`src/rtl/gpio_def_pkg.sv`:
```
// Constants and carrier types for the D/E/F general-purpose port block.
// Assumes an 8-bit register port on the system clock.
package gpio_def_pkg;

   // ----------------------------------------------------------------
   // Register map (word index on the plain register port)
   // ----------------------------------------------------------------
   localparam logic [3:0] ADDR_PIN_D      = 4'h0;
   localparam logic [3:0] ADDR_LAT_D      = 4'h1;
   localparam logic [3:0] ADDR_DIR_D      = 4'h2;
   localparam logic [3:0] ADDR_PIN_E      = 4'h3;
   localparam logic [3:0] ADDR_LAT_E      = 4'h4;
   localparam logic [3:0] ADDR_DIR_E      = 4'h5;
   localparam logic [3:0] ADDR_PIN_F      = 4'h6;
   localparam logic [3:0] ADDR_LAT_F      = 4'h7;
   localparam logic [3:0] ADDR_DIR_F      = 4'h8;
   localparam logic [3:0] ADDR_SP_CTRL    = 4'h9;
   localparam logic [3:0] ADDR_IRQ_STAT   = 4'hA;
   localparam logic [3:0] ADDR_IRQ_MASK   = 4'hB;
   localparam logic [3:0] ADDR_ANALOG_F   = 4'hC;

   // ----------------------------------------------------------------
   // Fields and reset values
   // ----------------------------------------------------------------
   localparam int         BIT_IN_FULL     = 7;
   localparam int         BIT_OUT_FULL    = 6;
   localparam int         BIT_IN_OVF      = 5;
   localparam int         BIT_SP_EN       = 4;
   localparam int         PIN_RD_STB      = 0;
   localparam int         PIN_WR_STB      = 1;
   localparam int         PIN_CSEL        = 2;
   localparam int         PIN_CAPCMP      = 7;
   localparam logic [7:0] SP_CTRL_MASK    = 8'hF0;
   localparam logic [7:0] DIR_RESET       = 8'hFF;
   localparam logic [7:0] CTRL_RESET      = 8'h00;
   localparam logic [7:0] LAT_RESET       = 8'h00;
   localparam logic [7:0] ANALOG_F_RESET  = 8'h7F;
   localparam logic [7:0] STROBES_E       = 8'h07;

   // Interrupt status bits: slave port events
   localparam int         IRQ_IN_FULL     = 0;
   localparam int         IRQ_OUT_EMPTY   = 1;
   localparam int         IRQ_IN_OVF      = 2;
   localparam logic [7:0] IRQ_IMPL        = 8'h07;

   // ----------------------------------------------------------------
   // Carriers
   // ----------------------------------------------------------------
   typedef struct packed {
      logic [3:0] addr;
      logic [7:0] wdata;
      logic       wr;
      logic       rd;
   } reg_req_s;

   typedef struct packed {
      logic [7:0] pin_out;
      logic [7:0] pin_oe;
   } pin_drv_s;

endpackage : gpio_def_pkg

```
`src/rtl/gpio_ports_def.sv`:
```
// Ports D, E and F: direction, output latch and pin read paths, with
// the slave port takeover of D and E[2:0] and capture/compare on E7.
// Assumes pins are synchronous to sys_clk; slave port data logic and
// the analog blocks sit outside and talk over plain ports.
//
// Behaviour
// - A direction bit of one turns the pin driver off so the pin is input.
// - A direction bit of zero drives the pin from its output latch.
// - The output latch register reads and writes the latch, not the pin.
// - The port register reads pin levels and writes the output latch.
// - The latch register reads the latch, and both write the same latch.
// - All direction registers reset to all ones.
// - Port and latch contents are undefined at power-on and kept otherwise; here every rst_b reset clears the latches to zero.
// - In slave port mode port D carries the slave port data byte.
// - In slave port mode pin E0 is the slave port read strobe input.
// - In slave port mode pin E1 is the slave port write strobe input.
// - In slave port mode pin E2 is the slave port chip select input.
// - Pin E7 is shared with the second capture/compare unit.
// - The slave port control holds three flags and the mode bit in bits 7..4, low bits zero.
// - After reset port F pins 6..0 are inputs and read as zero.
// - Setting the enable bit turns port D into an 8-bit slave port.
`timescale 1ns/1ps

module gpio_ports_def
   import gpio_def_pkg::*;
(
   input  wire logic       sys_clk,
   input  wire logic       rst_b,
   input  wire reg_req_s   bus_req,
   output logic      [7:0] bus_rdata,
   input  wire logic [7:0] pin_in_d,
   output pin_drv_s        pin_drv_d,
   input  wire logic [7:0] pin_in_e,
   output pin_drv_s        pin_drv_e,
   input  wire logic [7:0] pin_in_f,
   output pin_drv_s        pin_drv_f,
   input  wire logic [7:0] sp_data_out,
   output logic      [7:0] sp_data_in,
   output logic            sp_rd_strobe,
   output logic            sp_wr_strobe,
   output logic            sp_chip_sel,
   input  wire logic       sp_in_full_set,
   input  wire logic       sp_out_full_set,
   input  wire logic       sp_out_full_clr,
   input  wire logic       sp_in_ovf_set,
   input  wire logic       sp_in_full_clr,
   input  wire logic       capcmp_en,
   input  wire logic       capcmp_drive,
   input  wire logic       capcmp_out,
   output logic            capcmp_in,
   input  wire logic [7:0] analog_f_sel,
   output logic            irq
);

   // ----------------------------------------------------------------
   // State
   // ----------------------------------------------------------------
   typedef struct packed {
      logic [7:0] lat_d;
      logic [7:0] lat_e;
      logic [7:0] lat_f;
      logic [7:0] dir_d;
      logic [7:0] dir_e;
      logic [7:0] dir_f;
      logic [7:0] sp_ctrl;
      logic [7:0] irq_stat;
      logic [7:0] irq_mask;
      logic [7:0] rdata;
   } state_s;

   state_s state_reg;
   state_s state_next;

   logic       sp_mode;
   logic [7:0] pin_f_read;
   logic [7:0] oe_d;
   logic [7:0] oe_e;
   logic [7:0] oe_f;

   // Pin driver enable from a direction byte and an override pair
   function automatic logic [7:0] drive_en(input logic [7:0] dir,
                                           input logic [7:0] ovr_mask,
                                           input logic [7:0] ovr_oe);
      drive_en = (~dir & ~ovr_mask) | (ovr_mask & ovr_oe);
   endfunction : drive_en

   // Register index decode, used by both strobes
   function automatic logic hit(input reg_req_s r,
                                input logic [3:0] a);
      hit = (r.addr == a);
   endfunction : hit

   // ----------------------------------------------------------------
   // Pin muxing
   // ----------------------------------------------------------------
   assign sp_mode = state_reg.sp_ctrl[BIT_SP_EN];

   // Override gates only the enable; dir registers stay untouched
   always_comb
   begin
      oe_d = drive_en(state_reg.dir_d, 8'h00, 8'h00);
      if (sp_mode)
      begin
         // Bus drives only while reading with chip select low
         oe_d = (!pin_in_e[PIN_RD_STB] && !pin_in_e[PIN_CSEL]) ?
                8'hFF : 8'h00;
      end
      oe_e = drive_en(state_reg.dir_e,
                      {capcmp_en, 4'h0, {3{sp_mode}}},
                      {capcmp_drive, 7'h00});
   end

   assign oe_f = drive_en(state_reg.dir_f, 8'h00, 8'h00);

   generate
      for (genvar i = 0; i < 8; i++)
      begin : g_pins
         // Analog-selected pins read as zero in the digital path
         assign pin_f_read[i] = analog_f_sel[i] ? 1'b0 : pin_in_f[i];
      end
   endgenerate

   always_comb
   begin
      pin_drv_d.pin_oe  = oe_d;
      pin_drv_d.pin_out = sp_mode ? sp_data_out : state_reg.lat_d;
      pin_drv_e.pin_oe  = oe_e;
      pin_drv_e.pin_out = state_reg.lat_e;
      if (capcmp_en)
      begin
         pin_drv_e.pin_out[PIN_CAPCMP] = capcmp_out;
      end
      pin_drv_f.pin_oe  = oe_f;
      pin_drv_f.pin_out = state_reg.lat_f;
   end

   assign sp_data_in   = pin_in_d;
   assign sp_rd_strobe = sp_mode & ~pin_in_e[PIN_RD_STB];
   assign sp_wr_strobe = sp_mode & ~pin_in_e[PIN_WR_STB];
   assign sp_chip_sel  = sp_mode & ~pin_in_e[PIN_CSEL];
   assign capcmp_in    = pin_in_e[PIN_CAPCMP];
   assign irq          = |(state_reg.irq_stat & state_reg.irq_mask);
   assign bus_rdata    = state_reg.rdata;

   // ----------------------------------------------------------------
   // Next state
   // ----------------------------------------------------------------
   always_comb
   begin
      logic [7:0] ev;
      ev = 8'h00;
      state_next = state_reg;
      state_next.rdata = 8'h00;
      ev[IRQ_IN_FULL]   = sp_in_full_set;
      ev[IRQ_OUT_EMPTY] = sp_out_full_clr;
      ev[IRQ_IN_OVF]    = sp_in_ovf_set;

      if (bus_req.wr)
      begin
         case (bus_req.addr)
            ADDR_PIN_D, ADDR_LAT_D: state_next.lat_d = bus_req.wdata;
            ADDR_PIN_E, ADDR_LAT_E: state_next.lat_e = bus_req.wdata;
            ADDR_PIN_F, ADDR_LAT_F: state_next.lat_f = bus_req.wdata;
            ADDR_DIR_D:    state_next.dir_d = bus_req.wdata;
            ADDR_DIR_E:    state_next.dir_e = bus_req.wdata;
            ADDR_DIR_F:    state_next.dir_f = bus_req.wdata;
            ADDR_SP_CTRL:
            begin
               // Software writes the mode bit and can only clear the overflow bit
               state_next.sp_ctrl[BIT_SP_EN] = bus_req.wdata[BIT_SP_EN];
               state_next.sp_ctrl[BIT_IN_OVF] =
                  state_reg.sp_ctrl[BIT_IN_OVF] & bus_req.wdata[BIT_IN_OVF];
            end
            ADDR_IRQ_STAT:
               state_next.irq_stat = state_reg.irq_stat & ~bus_req.wdata;
            ADDR_IRQ_MASK: state_next.irq_mask = bus_req.wdata & IRQ_IMPL;
            default: ;
         endcase
      end

      // Hardware set wins over a software clear in the same cycle
      state_next.irq_stat = state_next.irq_stat | ev;
      if (sp_in_full_clr)
         state_next.sp_ctrl[BIT_IN_FULL] = 1'b0;
      if (sp_in_full_set)
         state_next.sp_ctrl[BIT_IN_FULL] = 1'b1;
      if (sp_out_full_clr)
         state_next.sp_ctrl[BIT_OUT_FULL] = 1'b0;
      if (sp_out_full_set)
         state_next.sp_ctrl[BIT_OUT_FULL] = 1'b1;
      if (sp_in_ovf_set)
         state_next.sp_ctrl[BIT_IN_OVF] = 1'b1;
      state_next.sp_ctrl = state_next.sp_ctrl & SP_CTRL_MASK;

      if (bus_req.rd)
      begin
         case (bus_req.addr)
            ADDR_PIN_D:    state_next.rdata = pin_in_d;
            ADDR_PIN_E:    state_next.rdata = pin_in_e;
            ADDR_PIN_F:    state_next.rdata = pin_f_read;
            ADDR_LAT_D:    state_next.rdata = state_reg.lat_d;
            ADDR_LAT_E:    state_next.rdata = state_reg.lat_e;
            ADDR_LAT_F:    state_next.rdata = state_reg.lat_f;
            ADDR_DIR_D:    state_next.rdata = state_reg.dir_d;
            ADDR_DIR_E:    state_next.rdata = state_reg.dir_e;
            ADDR_DIR_F:    state_next.rdata = state_reg.dir_f;
            ADDR_SP_CTRL:  state_next.rdata = state_reg.sp_ctrl;
            ADDR_IRQ_STAT: state_next.rdata = state_reg.irq_stat;
            ADDR_IRQ_MASK: state_next.rdata = state_reg.irq_mask;
            ADDR_ANALOG_F: state_next.rdata = analog_f_sel;
            default:       state_next.rdata = 8'h00;
         endcase
      end
   end

   // ----------------------------------------------------------------
   // Registers
   // ----------------------------------------------------------------
   // Latches get a defined zero here; software must not rely on it
   always_ff @(posedge sys_clk or negedge rst_b)
   begin
      if (!rst_b)
      begin
         state_reg.lat_d    <= LAT_RESET;
         state_reg.lat_e    <= LAT_RESET;
         state_reg.lat_f    <= LAT_RESET;
         state_reg.dir_d    <= DIR_RESET;
         state_reg.dir_e    <= DIR_RESET;
         state_reg.dir_f    <= DIR_RESET;
         state_reg.sp_ctrl  <= CTRL_RESET;
         state_reg.irq_stat <= 8'h00;
         state_reg.irq_mask <= 8'h00;
         state_reg.rdata    <= 8'h00;
      end
      else
      begin
         state_reg <= state_next;
      end
   end
endmodule : gpio_ports_def

```
`config.mk`:
```
export PLATFORM = sky130hd
export DESIGN_NAME = gpio_ports_def
export DESIGN_NICKNAME = d
export VERILOG_FILES = /design/src/rtl/gpio_def_pkg.sv /design/src/rtl/gpio_ports_def.sv
export SDC_FILE = /design/constraint.sdc
export NUM_CORES = 1
export LEC_CHECK = 0
export BUFFER_PORTS_ARGS = -buffer_cell sky130_fd_sc_hd__clkbuf_2
export CORE_UTILIZATION = 40
export DETAILED_ROUTE_END_ITERATION = 12
export MAX_ROUTING_LAYER = met4
export PLACE_DENSITY = 0.61
export SLEW_MARGIN = 40
export SYNTH_ARGS = -nofsm -noshare
export SYNTH_HDL_FRONTEND = slang
export SYNTH_SLANG_ARGS = --single-unit
```
`constraint.sdc`:
```
create_clock -name sys_clk -period 1.45 [get_ports sys_clk]
set_input_delay 0.0725 -clock sys_clk [delete_from_list [all_inputs] [get_ports sys_clk]]
set_output_delay 0.0725 -clock sys_clk [all_outputs]
set_load 0.01 [all_outputs]
```
=== Yosys cells after proc, flatten, opt, wreduce, memory -nomap -nowiden ===
Index checks and enable logic that the tools add are counted.

* Reduce and logical (&&, ||, !) cells: 21
* Bitwise operators: 18
* Eq/ne operators: 12
* Muxes and demuxes: 24

{| class="wikitable"
|+ Operators by type and width
! kind !! number
|-
| $pmux W8 S13 || 1
|-
| $mux W8 || 5
|-
| $not A8 Y8 || 5
|-
| $and A8 B8 Y8 || 3
|-
| $eq A4 B4 Y1 const B || 5
|-
| $reduce_and A2 Y1 || 9
|-
| $eq A4 B3 Y1 const B || 4
|-
| $mux W16 || 1
|-
| $mux W1 || 14
|-
| $and A8 B3 Y8 || 1
|-
| $eq A4 B2 Y1 const B || 2
|-
| $or A8 B3 Y8 || 1
|-
| $or A8 B8 Y8 || 1
|-
| $reduce_bool A2 Y1 || 4
|-
| $reduce_or A8 Y1 || 1
|-
| $reduce_or A2 Y1 || 3
|-
| $and A1 B1 Y1 || 4
|-
| $eq A4 B1 Y1 const B || 1
|-
| $logic_not A4 Y1 || 1
|-
| $mux W2 || 2
|-
| $mux W3 || 1
|-
| $not A1 Y1 || 3
|-
| $logic_not A1 Y1 || 2
|-
| $logic_and A1 B1 Y1 || 1
|}

* Input bits: 64
* Flip-flop bits (word level): 71
* Word-level logic and storage cells: 88
* Output and inout port bits: 69

=== Logic depth before layout (Yosys ltp) ===
* Word-level depth: 5
* Depth in mapped cells: 7
* Gate-level depth less buffers: 5

=== Worst setup path after synthesis ===
No wires, ideal clock.

* Path kind: input-to-reg
* Start: input bus_req[13] in the netlist's numbering
* End: register state_reg, in the netlist pin_drv_f[10]
* Arrival: 1.139 ns
* Stages: 5
* Library setup time: 0.125 ns
* Buffers on the path: 2
* Required time: 1.325 ns
* Path slack: 0.186 ns
* Cell sequence: buf_2 > nand2b_4 > or3_1 > buf_6 > mux2_4

* Longest elaborated chain between the ends: 3
* Elaborated cells between the ends (all ways): 4
* Classes of those cells: eq/ne: 2; reduce/logical: 2

{| class="wikitable"
|+ Ends and longest elaborated chain
! item !! RTL line !! RTL
|-
| start, declared || gpio_ports_def.sv:29 || <nowiki>input wire reg_req_s bus_req,</nowiki>
|-
| $eq A4 B3 Y1 || gpio_ports_def.sv:160 || <nowiki>case (bus_req.addr)</nowiki>
|-
| $reduce_or A2 Y1 * || gpio_ports_def.sv:160 ||
|-
| $reduce_and A2 Y1 (no line) * || n/a ||
|-
| end signal, assigned || gpio_ports_def.sv:237 || <nowiki>state_reg <= state_next;</nowiki>
|-
| end, declared || gpio_ports_def.sv:71 || <nowiki>state_s state_reg;</nowiki>
|}

Every way passes the cells marked *; elsewhere a longest branch is shown, timed or not.
A chain may end at the register's enable or synchronous reset.

==> impl_metrics.env <==
export IMPL_fin_tns_setup_ps=-69.9
export IMPL_largest_register_ff_count=47
export IMPL_required_ps=1380
export IMPL_grt_util_all_layers=0.259
export IMPL_finalMaxSlewViolations=0
export IMPL_cts_buffers_inserted=9
export IMPL_ir_drop_v=0.000583
export IMPL_cp_max_fo=5
export IMPL_whs_path_depth=3
export IMPL_r2r_start="sp_mode"
export IMPL_first_global_vias=3760
export IMPL_netlist_area_um2=4170
export IMPL_cts_max_level=3
export IMPL_initial_utilization=0.419
export IMPL_syn_instance_count=398
export IMPL_critPathKind="reg -> out"
export IMPL_max_cap_violations=0
export IMPL_critical_path_slowest_cell="dfrtp_2"
export IMPL_yosys_warnings=0
export IMPL_layout_drive_gt1_share=0.559
export IMPL_async_flop_share=1.00
export IMPL_min_from="bus_req[3]"
export IMPL_p_per_area_nw_per_um2=1150
export IMPL_wl_per_cell_um=19.0
export IMPL_p_leak_nw=2.75
export IMPL_cp_cell_sequence="nor2b_4, nand2b_4, buf_6, o21ai_4, buf_2"
export IMPL_rr_endpoint="bus_rdata[4]"
export IMPL_crit_path_start_kind="flip-flop"
export IMPL_critical_path_max_stage_delay_ps=430
export IMPL_stdcell_count=709
export IMPL_die_h_um=104
export IMPL_synth_cell_types=55
export IMPL_finalSetupViolCount=12
export IMPL_synth_seq_area_share=0.433
export IMPL_critPathCaptureType="output pin"
export IMPL_fp_coreArea_um2=9950
export IMPL_vias=3771
export IMPL_finalInstanceArea_um2=5670
export IMPL_rsz0062_at_grt="true"
export IMPL_area_growth_pct=35.9
export IMPL_die_w_um=104
export IMPL_syn_num_nets=462
export IMPL_cts_root_buf="clkbuf_8"
export IMPL_outcome="complete, but fails checks"
export IMPL_dp_hpwl_um=10400
export IMPL_synth_area_leaders="dfrtp_1, dfstp_2, mux2_2, buf_4, mux2i_1"
export IMPL_synth_edf_count=0
export IMPL_fin_skew_ps=13.4
export IMPL_drtIter0Drc=256
export IMPL_grt_overflow=0
export IMPL_wl_um=13400
export IMPL_num_rows=36
export IMPL_drcViolationCount=0
export IMPL_post_place_ws_ps=-37.2
export IMPL_yosys_area_top_type="dfrtp_1"
export IMPL_grt_max_degree=33
export IMPL_whs_ps=17.2
export IMPL_dpl_cell_count=673
export IMPL_setup_ws_ps=-9.03
export IMPL_min_path_type="in -> reg"
export IMPL_relSlewSlack=0.652
export IMPL_clockBufferDepth=2
export IMPL_fin_util=0.569
export IMPL_worst_pin_slew_ps=522
export IMPL_pin_count=133
export IMPL_antenna_found_initial=0
export IMPL_grt_pass1_wl_um=20600
export IMPL_syn_avg_cell_area_um2=10.5
export IMPL_synth_seq_cells=71
export IMPL_place_congestion=0.929
export IMPL_crit_arrival_ps=1390
export IMPL_finalHoldViolCount=0
export IMPL_synth_flop_cell="dfrtp_1"
export IMPL_vias_per_cell=5.32
export IMPL_dieArea_um2=10800
export IMPL_clock_sinks=71
export IMPL_dpl_cell_area_um2=5160
export IMPL_power_mw=6.51
export IMPL_tritoncts="yes"
export IMPL_whs_endpoint="state_reg[33]"
export IMPL_period_share=1.01
export IMPL_path_clk_slew_ps=70
export IMPL_ys_top_cells_by_count="dfrtp_1, mux2_2, buf_4"
export IMPL_reg2reg_slack_ps=50
export IMPL_clock_fmax_ghz=0.685
export IMPL_min_period_ps=1460
export IMPL_layout_nets=635
export IMPL_worst_r2r_cell_count=4
export IMPL_ant_nets=0
export IMPL_netlist_area_leader_share=0.282
export IMPL_portBuffers=132
export IMPL_diodes=0
export IMPL_violations="setup timing"
export IMPL_clock_latency_ps=360
export IMPL_dr_pass1_iters=5
## cell type report
cell class	instances	area, um2
fillers	889	4290
multi-input cells	254	2020
flip-flops and latches	71	1810
repair buffers	213	1410
well taps	133	166
clock buffers	11	151
inverters	22	82.6
clock inverters	5	32.5
## power by group
| group | total, mW | switching [mW] | internal (mW) |
|---|---|---|---|
| combinational | 2.21 | 1.03 | 1.19 |
| clock | 1.49 | 0.777 | 0.711 |
| sequential | 2.81 | 0.344 | 2.46 |
## repair_timing
action	CTS	global route
gates cloned	0	1
gates resized for setup	27	36
setup endpoints to repair	16	22
buffers inserted	8	3
hold buffers	8	0
endpoints found under the hold margin	18	0
pin swaps	0	3
## worst max-delay path, delay by kind of cell, from the launching register on
family	cells	cell delay, ps
flip-flops	1	430
AND/OR/NAND/NOR	2	270
AO/OA/AOI/OAI	1	60
buffers and inverters	2	280
## placed cells by master (no fill, tap or decap), types with 12 or more instances in the layout
cell type and count:
clkbuf_2 115, buf_4 62, dfrtp_1 46, mux2_2 39
nand2_1 27, dfstp_2 24, inv_1 22, mux2i_1 19
nor2_1 18, mux2_4 16, o21ai_0 15, a21oi_1 13
buf_6 12
## worst max-delay path by stage
stage / startpoint / endpoint / slack, ps / cells after the start
final: sp_mode / pin_drv_d[2] / -9 / 5
after global routing: sp_mode / pin_drv_d[2] / -80 / 5
after CTS: sp_mode / pin_drv_d[2] / -50 / 5
after detailed placement: bus_req[12] / state_reg[10] / -40 / 5
after global placement: bus_req[12] / pin_drv_f[13] / -30 / 5
after floorplan: bus_req[13] / pin_drv_f[10] / 190 / 5
## cells by family after synthesis
group,Yosys count,synth area share
AND/OR/NAND/NOR,97,0.125
AO/OA/AOI/OAI,83,0.135
multiplexers,74,0.201
buffers and inverters,73,0.106
flip-flops,71,0.433
## metal layers
metal	global-route usage	wire, um	vias up
li1	-	-	1742
met3	0.0564	785	24
met2	0.393	6130	156
met1	0.347	6210	1849
met4	0.0755	314	0
met5	-	0	-
Power figures use the tool's default switching activity.
